**src/eiapc_pkg.sv**
```systemverilog
// constants and types shared by the external interrupt and priority controller
package eiapc_pkg;

  // ==========================================================================
  // register indices (byte address = 4 * index) and reset values
  localparam logic [7:0] IDX_PRIO_ONE = 8'hF3;
  localparam logic [7:0] IDX_PRIO_TWO = 8'hF4;
  localparam logic [7:0] IDX_EXT_CFG = 8'hE4;
  localparam logic [7:0] IDX_TIMER_CTL = 8'hF5;
  localparam logic [7:0] IDX_XBAR_SKIP = 8'hF6;
  localparam logic [11:0] ADDR_PRIO_ONE = {2'h0, IDX_PRIO_ONE, 2'h0};
  localparam logic [11:0] ADDR_PRIO_TWO = {2'h0, IDX_PRIO_TWO, 2'h0};
  localparam logic [11:0] ADDR_EXT_CFG = {2'h0, IDX_EXT_CFG, 2'h0};
  localparam logic [11:0] ADDR_TIMER_CTL = {2'h0, IDX_TIMER_CTL, 2'h0};
  localparam logic [11:0] ADDR_XBAR_SKIP = {2'h0, IDX_XBAR_SKIP, 2'h0};
  localparam logic [7:0] RST_PRIO_ONE = 8'h00;
  localparam logic [7:0] RST_PRIO_TWO = 8'h00;
  localparam logic [7:0] RST_EXT_CFG = 8'h01;
  localparam logic [7:0] RST_TIMER_CTL = 8'h00;
  localparam logic [7:0] RST_XBAR_SKIP = 8'h00;
  localparam logic [7:0] PRIO_ONE_MASK = 8'h3F;
  localparam logic [7:0] PRIO_TWO_MASK = 8'h03;

  // ==========================================================================
  // field positions
  localparam int P1_COMPARATOR = 5;
  localparam int P1_COUNTER_ARRAY = 4;
  localparam int P1_CONV_DONE = 3;
  localparam int P1_CONV_WINDOW = 2;
  localparam int P1_PORT_MATCH = 1;
  localparam int P1_SMBUS = 0;
  localparam int P2_CAPSENSE_GREATER = 1;
  localparam int P2_CAPSENSE_DONE = 0;
  localparam int CFG_A_SEL_LSB = 0;
  localparam int CFG_A_POL = 3;
  localparam int CFG_B_SEL_LSB = 4;
  localparam int CFG_B_POL = 7;
  localparam int TCTL_A_TYPE = 0;
  localparam int TCTL_A_PEND = 1;
  localparam int TCTL_B_TYPE = 2;
  localparam int TCTL_B_PEND = 3;

  // ==========================================================================
  // vector numbers, lower number wins inside one level
  localparam int NUM_VEC = 10;
  localparam int VEC_EXT_A = 0;
  localparam int VEC_EXT_B = 1;
  localparam int VEC_COMPARATOR = 2;
  localparam int VEC_COUNTER_ARRAY = 3;
  localparam int VEC_CONV_DONE = 4;
  localparam int VEC_CONV_WINDOW = 5;
  localparam int VEC_PORT_MATCH = 6;
  localparam int VEC_SMBUS = 7;
  localparam int VEC_CAPSENSE_GREATER = 8;
  localparam int VEC_CAPSENSE_DONE = 9;

  typedef logic [NUM_VEC-1:0] eiapc_vec_t;
  typedef logic [3:0] eiapc_idx_t;

  // service level: which priority levels are currently in service
  typedef enum logic [3:0] {
    LVL_IDLE = 4'h1,
    LVL_LOW = 4'h2,
    LVL_HIGH = 4'h4,
    LVL_BOTH = 4'h8
  } eiapc_lvl_e;

endpackage : eiapc_pkg

```
**src/eiapc_arb_if.sv**
```systemverilog
// request and vectoring signals between the register core and the arbiter
`timescale 1ns/1ns
`default_nettype none
interface eiapc_arb_if;
  eiapc_pkg::eiapc_vec_t req;
  eiapc_pkg::eiapc_vec_t high;
  logic ack;
  logic reti;
  logic irq;
  eiapc_pkg::eiapc_idx_t vec;
  logic vec_high;

  modport ctrl (output req, output high, output ack, output reti, input irq, input vec, input vec_high);
  modport arb (input req, input high, input ack, input reti, output irq, output vec, output vec_high);
endinterface : eiapc_arb_if
`default_nettype wire

```
**src/eiapc_top.sv**
```systemverilog
// external interrupt and extended priority controller with apb registers
`timescale 1ns/1ns
`default_nettype none
// Behaviour
// - priority one bit 5: comparator interrupt low when 0, high when 1
// - priority one bit 4: counter array interrupt priority
// - priority one bit 3: converter conversion-complete interrupt priority
// - priority one bit 2: converter window-comparator interrupt priority
// - priority one bit 1: port match interrupt priority
// - priority one bit 0: smbus interrupt priority
// - priority two bit 1: capsense greater-than interrupt priority
// - priority two bit 0: capsense conversion-complete interrupt priority
// - each external input has its own polarity bit
// - each external input has a type bit: level or edge
// - type/polarity pairs give falling, rising, low-level, high-level sensing
// - pin sampled directly, never disturbing peripheral routed there
// - skip bit set keeps crossbar from routing any peripheral to pin
// - pending flags sit at timer control bits 1 and 3
// - edge mode: edge sets pending, vectoring clears it
// - level mode: pending reads active level of the input
// - 3-bit select picks port 0 pin 0 to 7 per input
module eiapc_top (
  input wire logic CLK, // system clock 100 MHz
  input wire logic RST_B, // async reset, active low
  input wire logic [11:0] PADDR, // apb byte address
  input wire logic PSEL, // apb select
  input wire logic PENABLE, // apb access phase
  input wire logic PWRITE, // apb write
  input wire logic [31:0] PWDATA, // apb write data
  input wire logic [3:0] PSTRB, // apb byte strobes
  output logic [31:0] PRDATA, // apb read data
  output logic PREADY, // apb ready
  output logic PSLVERR, // apb error, unmapped address
  input wire logic [7:0] PORT0_PINS, // port 0 pin levels
  input wire logic [7:0] PERIPH_REQ, // peripheral requests, vectors 2 to 9
  input wire logic [1:0] EXT_BASE_HIGH, // base priority of ext a and b
  input wire logic CPU_ACK, // cpu vectors to IRQ_VECTOR
  input wire logic CPU_RETI, // cpu ends current routine
  output logic IRQ_REQ, // interrupt request to cpu
  output logic [3:0] IRQ_VECTOR, // vector number requested
  output logic IRQ_HIGH, // request is high priority
  output logic [7:0] XBAR_SKIP // pins the crossbar must skip
);
  // ==========================================================================
  // reset release
  logic rst_meta_q;
  logic rst_n;

  always_ff @(posedge CLK or negedge RST_B) begin
    if (!RST_B) begin
      rst_meta_q <= 1'b0;
      rst_n <= 1'b0;
    end else begin
      rst_meta_q <= 1'b1;
      rst_n <= rst_meta_q;
    end
  end

  // ==========================================================================
  // apb decode
  typedef enum logic [4:0] {
    SEL_NONE = 5'h00,
    SEL_PRIO_ONE = 5'h01,
    SEL_PRIO_TWO = 5'h02,
    SEL_EXT_CFG = 5'h04,
    SEL_TIMER_CTL = 5'h08,
    SEL_XBAR_SKIP = 5'h10
  } eiapc_sel_e;

  function automatic eiapc_sel_e decode(input logic [11:0] addr);
    eiapc_sel_e s;
    s = SEL_NONE;
    case (addr)
      eiapc_pkg::ADDR_PRIO_ONE: s = SEL_PRIO_ONE;
      eiapc_pkg::ADDR_PRIO_TWO: s = SEL_PRIO_TWO;
      eiapc_pkg::ADDR_EXT_CFG: s = SEL_EXT_CFG;
      eiapc_pkg::ADDR_TIMER_CTL: s = SEL_TIMER_CTL;
      eiapc_pkg::ADDR_XBAR_SKIP: s = SEL_XBAR_SKIP;
      default: s = SEL_NONE;
    endcase
    return s;
  endfunction : decode

  logic setup;
  logic access;
  logic wr;
  eiapc_sel_e sel_acc;
  eiapc_sel_e sel_set;

  always_comb begin
    setup = PSEL & ~PENABLE;
    access = PSEL & PENABLE;
    sel_acc = decode(PADDR);
    sel_set = decode(PADDR);
    wr = access & PWRITE & PSTRB[0];
  end

  // zero wait states: every access completes in its first access cycle
  assign PREADY = 1'b1;
  assign PSLVERR = access & (sel_acc == SEL_NONE);

  // ==========================================================================
  // registers
  logic [7:0] prio_one_q;
  logic [7:0] prio_one_d;
  logic [7:0] prio_two_q;
  logic [7:0] prio_two_d;
  logic [7:0] cfg_q;
  logic [7:0] cfg_d;
  logic [1:0] type_q;
  logic [1:0] type_d;
  logic [7:0] skip_q;
  logic [7:0] skip_d;
  logic [31:0] prdata_q;
  logic [31:0] prdata_d;
  logic [1:0] pend;
  logic [7:0] tctl_rd;

  always_comb begin
    prio_one_d = prio_one_q;
    prio_two_d = prio_two_q;
    cfg_d = cfg_q;
    type_d = type_q;
    skip_d = skip_q;
    if (wr) begin
      case (sel_acc)
        SEL_PRIO_ONE: prio_one_d = PWDATA[7:0] & eiapc_pkg::PRIO_ONE_MASK;
        SEL_PRIO_TWO: prio_two_d = PWDATA[7:0] & eiapc_pkg::PRIO_TWO_MASK;
        SEL_EXT_CFG: cfg_d = PWDATA[7:0];
        SEL_TIMER_CTL: begin
          type_d[0] = PWDATA[eiapc_pkg::TCTL_A_TYPE];
          type_d[1] = PWDATA[eiapc_pkg::TCTL_B_TYPE];
        end
        SEL_XBAR_SKIP: skip_d = PWDATA[7:0];
        default: skip_d = skip_q;
      endcase
    end
  end

  always_comb begin
    tctl_rd = 8'h00;
    tctl_rd[eiapc_pkg::TCTL_A_TYPE] = type_q[0];
    tctl_rd[eiapc_pkg::TCTL_A_PEND] = pend[0];
    tctl_rd[eiapc_pkg::TCTL_B_TYPE] = type_q[1];
    tctl_rd[eiapc_pkg::TCTL_B_PEND] = pend[1];
    prdata_d = prdata_q;
    // read data is captured in the setup cycle so PRDATA is a flop output
    if (setup && !PWRITE) begin
      case (sel_set)
        SEL_PRIO_ONE: prdata_d = {24'h000000, prio_one_q & eiapc_pkg::PRIO_ONE_MASK};
        SEL_PRIO_TWO: prdata_d = {24'h000000, prio_two_q & eiapc_pkg::PRIO_TWO_MASK};
        SEL_EXT_CFG: prdata_d = {24'h000000, cfg_q};
        SEL_TIMER_CTL: prdata_d = {24'h000000, tctl_rd};
        SEL_XBAR_SKIP: prdata_d = {24'h000000, skip_q};
        default: prdata_d = 32'h00000000;
      endcase
    end
  end

  always_ff @(posedge CLK or negedge rst_n) begin
    if (!rst_n) begin
      prio_one_q <= eiapc_pkg::RST_PRIO_ONE;
      prio_two_q <= eiapc_pkg::RST_PRIO_TWO;
      cfg_q <= eiapc_pkg::RST_EXT_CFG;
      type_q <= {eiapc_pkg::RST_TIMER_CTL[eiapc_pkg::TCTL_B_TYPE], eiapc_pkg::RST_TIMER_CTL[eiapc_pkg::TCTL_A_TYPE]};
      skip_q <= eiapc_pkg::RST_XBAR_SKIP;
      prdata_q <= 32'h00000000;
    end else begin
      prio_one_q <= prio_one_d;
      prio_two_q <= prio_two_d;
      cfg_q <= cfg_d;
      type_q <= type_d;
      skip_q <= skip_d;
      prdata_q <= prdata_d;
    end
  end

  assign PRDATA = prdata_q;
  assign XBAR_SKIP = skip_q;

  // ==========================================================================
  // external inputs
  eiapc_arb_if arb_bus ();

  logic [2:0] ext_sel [2];
  logic [1:0] ext_pol;
  logic [1:0] ext_pin;
  logic [1:0] ext_ack;
  logic [1:0] ext_swv;
  logic tctl_wr;

  always_comb begin
    ext_sel[0] = cfg_q[eiapc_pkg::CFG_A_SEL_LSB +: 3];
    ext_sel[1] = cfg_q[eiapc_pkg::CFG_B_SEL_LSB +: 3];
    ext_pol[0] = cfg_q[eiapc_pkg::CFG_A_POL];
    ext_pol[1] = cfg_q[eiapc_pkg::CFG_B_POL];
    ext_swv[0] = PWDATA[eiapc_pkg::TCTL_A_PEND];
    ext_swv[1] = PWDATA[eiapc_pkg::TCTL_B_PEND];
    tctl_wr = wr & (sel_acc == SEL_TIMER_CTL);
  end

  genvar g;
  generate
    for (g = 0; g < 2; g++) begin : g_ext
      // the pin is only observed, so a peripheral routed there keeps it
      assign ext_pin[g] = PORT0_PINS[ext_sel[g]];
      assign ext_ack[g] = CPU_ACK & arb_bus.irq & (arb_bus.vec == 4'(g));
      eiapc_ext_det u_det (
        .clk(CLK),
        .rst_n(rst_n),
        .pin(ext_pin[g]),
        .polarity(ext_pol[g]),
        .edge_mode(type_q[g]),
        .vec_ack(ext_ack[g]),
        .sw_wr(tctl_wr),
        .sw_val(ext_swv[g]),
        .pending(pend[g])
      );
    end
  endgenerate

  // ==========================================================================
  // request and priority vectors
  always_comb begin
    arb_bus.req = {PERIPH_REQ, pend[1], pend[0]};
    arb_bus.high[eiapc_pkg::VEC_EXT_A] = EXT_BASE_HIGH[0];
    arb_bus.high[eiapc_pkg::VEC_EXT_B] = EXT_BASE_HIGH[1];
    arb_bus.high[eiapc_pkg::VEC_COMPARATOR] = prio_one_q[eiapc_pkg::P1_COMPARATOR];
    arb_bus.high[eiapc_pkg::VEC_COUNTER_ARRAY] = prio_one_q[eiapc_pkg::P1_COUNTER_ARRAY];
    arb_bus.high[eiapc_pkg::VEC_CONV_DONE] = prio_one_q[eiapc_pkg::P1_CONV_DONE];
    arb_bus.high[eiapc_pkg::VEC_CONV_WINDOW] = prio_one_q[eiapc_pkg::P1_CONV_WINDOW];
    arb_bus.high[eiapc_pkg::VEC_PORT_MATCH] = prio_one_q[eiapc_pkg::P1_PORT_MATCH];
    arb_bus.high[eiapc_pkg::VEC_SMBUS] = prio_one_q[eiapc_pkg::P1_SMBUS];
    arb_bus.high[eiapc_pkg::VEC_CAPSENSE_GREATER] = prio_two_q[eiapc_pkg::P2_CAPSENSE_GREATER];
    arb_bus.high[eiapc_pkg::VEC_CAPSENSE_DONE] = prio_two_q[eiapc_pkg::P2_CAPSENSE_DONE];
    arb_bus.ack = CPU_ACK;
    arb_bus.reti = CPU_RETI;
  end

  // a level source still active after its routine simply requests again
  eiapc_arb u_arb (
    .clk(CLK),
    .rst_n(rst_n),
    .bus(arb_bus)
  );

  assign IRQ_REQ = arb_bus.irq;
  assign IRQ_VECTOR = arb_bus.vec;
  assign IRQ_HIGH = arb_bus.vec_high;
endmodule : eiapc_top
`default_nettype wire

```
**src/eiapc_ext_det.sv**
```systemverilog
// one external interrupt input: polarity, edge or level sensing, pending flag
`timescale 1ns/1ns
`default_nettype none
module eiapc_ext_det (
  input wire logic clk, // system clock
  input wire logic rst_n, // synchronised reset
  input wire logic pin, // selected port pin level
  input wire logic polarity, // 1 active high
  input wire logic edge_mode, // 1 edge, 0 level
  input wire logic vec_ack, // cpu vectors to this source
  input wire logic sw_wr, // software writes the flag
  input wire logic sw_val, // value written
  output logic pending // pending flag
);
  logic act;
  logic rise;
  logic act_prev_q;
  logic pend_q;
  logic pend_d;

  // ==========================================================================
  // sensing
  always_comb begin
    act = polarity ? pin : ~pin;
    rise = act & ~act_prev_q;
    pend_d = pend_q;
    if (!edge_mode) begin
      pend_d = act;
    end else if (rise) begin
      pend_d = 1'b1;
    end else if (sw_wr) begin
      pend_d = sw_val;
    end else if (vec_ack) begin
      pend_d = 1'b0;
    end
  end

  // previous level resets active so a pin already asserted gives no edge
  always_ff @(posedge clk or negedge rst_n) begin
    if (!rst_n) begin
      act_prev_q <= 1'b1;
      pend_q <= 1'b0;
    end else begin
      act_prev_q <= act;
      pend_q <= pend_d;
    end
  end

  assign pending = pend_q;
endmodule : eiapc_ext_det
`default_nettype wire

```
**src/eiapc_arb.sv**
```systemverilog
// two-level priority arbiter with preemption of low by high
`timescale 1ns/1ns
`default_nettype none
module eiapc_arb (
  input wire logic clk, // system clock
  input wire logic rst_n, // synchronised reset
  eiapc_arb_if.arb bus // requests in, vector out
);
  eiapc_pkg::eiapc_lvl_e lvl_q;
  eiapc_pkg::eiapc_lvl_e lvl_d;
  eiapc_pkg::eiapc_vec_t hi_p;
  eiapc_pkg::eiapc_vec_t lo_p;
  logic irq_q;
  logic irq_d;
  eiapc_pkg::eiapc_idx_t vec_q;
  eiapc_pkg::eiapc_idx_t vec_d;
  logic vh_q;
  logic vh_d;
  logic take;

  function automatic eiapc_pkg::eiapc_idx_t first_set(input eiapc_pkg::eiapc_vec_t v);
    eiapc_pkg::eiapc_idx_t r;
    r = 4'h0;
    for (int i = eiapc_pkg::NUM_VEC - 1; i >= 0; i--) begin
      if (v[i]) begin
        r = 4'(i);
      end
    end
    return r;
  endfunction : first_set

  // ==========================================================================
  // selection and service level
  always_comb begin
    hi_p = bus.req & bus.high;
    lo_p = bus.req & ~bus.high;
    take = bus.ack & irq_q;
    irq_d = 1'b0;
    vec_d = vec_q;
    vh_d = vh_q;
    lvl_d = lvl_q;
    case (lvl_q)
      eiapc_pkg::LVL_IDLE: begin
        if (|hi_p) begin
          irq_d = 1'b1;
          vec_d = first_set(hi_p);
          vh_d = 1'b1;
        end else if (|lo_p) begin
          irq_d = 1'b1;
          vec_d = first_set(lo_p);
          vh_d = 1'b0;
        end
      end
      eiapc_pkg::LVL_LOW: begin
        if (|hi_p) begin
          irq_d = 1'b1;
          vec_d = first_set(hi_p);
          vh_d = 1'b1;
        end
      end
      default: irq_d = 1'b0;
    endcase
    // flag clears one cycle late, so no request right after an ack
    if (take) begin
      irq_d = 1'b0;
      lvl_d = (lvl_q == eiapc_pkg::LVL_IDLE && !vh_q) ? eiapc_pkg::LVL_LOW :
              (lvl_q == eiapc_pkg::LVL_LOW) ? eiapc_pkg::LVL_BOTH : eiapc_pkg::LVL_HIGH;
    end else if (bus.reti) begin
      case (lvl_q)
        eiapc_pkg::LVL_BOTH: lvl_d = eiapc_pkg::LVL_LOW;
        eiapc_pkg::LVL_HIGH: lvl_d = eiapc_pkg::LVL_IDLE;
        eiapc_pkg::LVL_LOW: lvl_d = eiapc_pkg::LVL_IDLE;
        default: lvl_d = eiapc_pkg::LVL_IDLE;
      endcase
    end
  end

  always_ff @(posedge clk or negedge rst_n) begin
    if (!rst_n) begin
      lvl_q <= eiapc_pkg::LVL_IDLE;
      irq_q <= 1'b0;
      vec_q <= 4'h0;
      vh_q <= 1'b0;
    end else begin
      lvl_q <= lvl_d;
      irq_q <= irq_d;
      vec_q <= vec_d;
      vh_q <= vh_d;
    end
  end

  assign bus.irq = irq_q;
  assign bus.vec = vec_q;
  assign bus.vec_high = vh_q;
endmodule : eiapc_arb
`default_nettype wire

```
**config.mk**
```make
export PLATFORM = sky130hd
export DESIGN_NAME = eiapc_top
export DESIGN_NICKNAME = d
export VERILOG_FILES = /design/src/eiapc_pkg.sv /design/src/eiapc_arb_if.sv /design/src/eiapc_top.sv /design/src/eiapc_ext_det.sv /design/src/eiapc_arb.sv
export SDC_FILE = /design/constraint.sdc
export NUM_CORES = 1
export LEC_CHECK = 0
export BUFFER_PORTS_ARGS = -buffer_cell sky130_fd_sc_hd__buf_2
export CAP_MARGIN = 20
export CORE_ASPECT_RATIO = 1.75
export CORE_MARGIN = 2
export CORE_UTILIZATION = 50
export CTS_BUF_LIST = sky130_fd_sc_hd__clkbuf_8
export DETAILED_ROUTE_END_ITERATION = 10
export PLACE_DENSITY = 0.83
export SYNTH_ARGS = -nofsm -noshare
export SYNTH_HDL_FRONTEND = slang
export SYNTH_SLANG_ARGS = --single-unit
```
**constraint.sdc**
```tcl
create_clock -name CLK -period 1.9 [get_ports CLK]
set_input_delay 0.19 -clock CLK [delete_from_list [all_inputs] [get_ports CLK]]
set_output_delay 0.19 -clock CLK [all_outputs]
set_load 0.02 [all_outputs]
```
==> flow_metrics.tcl <==
set metrics [dict create \
    final_common_cell "buf_2" \
    power.density_nw_per_um2 758 \
    ys_seq_elements 50 \
    syn_to_final_growth_pct 23.7 \
    vdd_drop_max_v 0.000581 \
    syn_avg_cell_area_sq_um 10.7 \
    worst-setup-path-type "flop to flop" \
    cts_tree "built" \
    start_util_pct 52.0 \
    period_share_pct 95.0 \
    cp_slowest_cell "dfrtp_1" \
    syn_inst 271 \
    utilization_pct 64.3 \
    grt-ovfl-total 0 \
    grt_pass1_wl_um 11400 \
    outcome "completed" \
    syn-cell-area_sq_um 2910 \
    fin_nets 441 \
    synthArstFlopShare_pct 100 \
    post-place-ws_ns -0.0305 \
    synthDistinctLibCells 47 \
    rows 36 \
    cts.htree.levels 2 \
    diodes 0 \
    yosysSeqAreaShare_pct 43.2 \
    min_period_ns 1.81 \
    cp.arrival_ns 2.01 \
    grt_max_degree 49 \
    gp_congestion 0.896 \
    dpl.hpwl_um 5790 \
    tightest_slew_ns 0.617 \
    startpoint "prio_one_q[3]$_DFFE_PN0P_" \
    port_buffers 68 \
    leakagePower_nw 1.78 \
    routedWlPerCell_um 16.5 \
    drive_gt1_share_pct 42.8 \
    drv_slew 0 \
    dieArea_sq_um 6460 \
    dieHeight_um 105 \
    drtIter0Drc 106 \
    yosysWarnings 0 \
    setup-tns-final_ns 0 \
    antenna_found_initial 0 \
    drcViolationCount 0 \
    report.final.setup_viol 0 \
    startpoint_type "flop" \
    cts_buffers 5 \
    path_buf_inv 0 \
    rsz0062_at_grt "no" \
    cp_max_fo 5 \
    synth_ff_type "dfrtp_1" \
    r2r-start "prio_one_q[3]$_DFFE_PN0P_" \
    hold_path_class "input pin to flop" \
    end_kind "flop" \
    routed_via_density 5.60 \
    grt_use_total_pct 23.5 \
    clock-sinks 50 \
    synth_edf_count 0 \
    p_total_mw 2.72 \
    vias 2494 \
    cp_data_required_time_ns 2.10 \
    worstHoldStart "CPU_ACK" \
    first_global_vias 2470 \
    fin_ws_ns 0.0949 \
    cts_root_buf "clkbuf_8" \
    placed_cell_area_sq_um 3380 \
    final_cell_mix "buf_2, dfrtp_1, mux2_2" \
    fmax_mhz 554 \
    clk_pin_slew_ns 0.10 \
    core_sq_um 5590 \
    cts_buffer_depth 2 \
    pin_count 121 \
    postRouteWirelength_um 7350 \
    skew_ns 0.0123 \
    cp_cell_sequence "a22oi_2, nand4_1, and3b_2, nor4_4, nor2_4, mux2_2" \
    design_area_sq_um 3590 \
    crit_family "simple AND/OR/NAND/NOR gates" \
    drv_cap 0 \
    hold_viol_final 0 \
    clock_latency_ns 0.31 \
    dr.pass1.iters 4 \
    drtAntennaViolNets 0 \
    fp.dieW_um 61.6 \
    relSlewSlack_pct 58.8 \
    max_stage_delay_ns 0.44 \
]
final timing paths:
| check | endpoint | slack [ns] | cells past startpoint |
|---|---|---|---|
| setup / recovery | u_arb.bus.vec[1]$_DFFE_PN0P_ | 0.09 | 6 |
| setup reg to reg | u_arb.bus.vec[1]$_DFFE_PN0P_ | 0.09 | 6 |
| min in group asynchronous | rst_n$_DFF_PN0_ | 0.19 | 2 |
| max in group asynchronous | PRDATA[3]$_DFFE_PN0P_ | 1.10 | 1 |
| hold reg to reg | rst_n$_DFF_PN0_ | 0.36 | 0 |
| hold / removal | u_arb.lvl_q[0]$_DFFE_PN1P_ | 0.04 | 2 |
cell families after synthesis:
| kind of cell | count (synthesis) | share of synthesized area [%] |
|---|---|---|
| xor gates and xnor gates | 3 | 0.905 |
| DFF | 50 | 43.2 |
| other | 2 | 0.258 |
| buffers and inverters | 34 | 7.84 |
| muxes | 39 | 16.5 |
| adders and majority gates | 1 | 0.345 |
| and+or+nand+nor | 84 | 16.9 |
| AOI/OAI and AO/OA | 58 | 14.0 |
routing by layer:
metal	vias up	part of all wire, %	wire (um)	GRT usage (%)
met5	-	0	0	0
met4	0	5.5	401	12.6
met3	28	5.3	393	2.97
met2	119	55	4020	41.2
met1	1198	35	2540	25.6
li1	1149	-	-	-
area by class of cell:
class,count,area [sq um]
inverters,4,15.0
repair buffers,96,553
clock buffers,5,68.8
flip-flops and latches,50,1260
multi-input cells,211,1560
well taps,76,95.1
fillers,466,1990
clock inverters,3,48.8
report_power, final:
group | switching, mW | internal, mW
Combinational | 0.394 | 0.307
Clock | 0.383 | 0.401
Sequential | 0.0855 | 1.15
synth_stat cells (all sizes together), types with 4 or more instances:
master	instances	area, sq um
mux2i	4	40.0
a22oi	10	75.1
nand4	4	25.0
a31oi	4	25.0
nand2	30	118
nand2b	12	75.1
a32o	4	40.0
mux4	4	90.1
buf	28	205
dfstp	4	105
a22o	10	87.6
nand3	4	32.5
dfrtp	46	1150
nor2b	7	43.8
o21ai	17	85.1
nand3b	5	37.5
mux2	31	349
nor2	8	32.5
inv	4	15.0
worst reg2reg max path, cell delays in order, from the launching register on:
cell,delay [ns]
dfrtp_1,0.44
a22oi_2,0.23
nand4_1,0.14
and3b_2,0.30
nor4_4,0.06
nor2_4,0.17
mux2_2,0.36
per-stage QoR:
step / cells / hold slack [ns]
finish: 445 / 0.0357
global placement: 431 / -0.0250
CTS: 440 / 0.0352
floorplan: 295 / -0.106
global route: 445 / 0.0450
detailed placement: 431 / -0.0213
state kept, by name, summed over array words and instances (netlist names), 2 cells and up:
| register | cells |
|---|---|
| g_ext.u_det.pending | 2 |
| cfg_q | 8 |
| u_arb.bus.vec | 4 |
| u_arb.lvl_q | 4 |
| XBAR_SKIP | 8 |
| prio_one_q | 6 |
| PRDATA | 8 |
| type_q | 2 |
| g_ext.u_det.act_prev_q | 2 |
| prio_two_q | 2 |
timing repair:
action / 4_1_cts / 5_1_grt
endpoints found under the hold margin: 2 / 0
hold buffers: 1 / 0
pin swaps: 3 / 4
gates resized for setup: 4 / 5
endpoints found under the setup margin: 4 / 4
setup buffers: 0 / 5
Note: power is estimated with default switching activity, not from simulation.
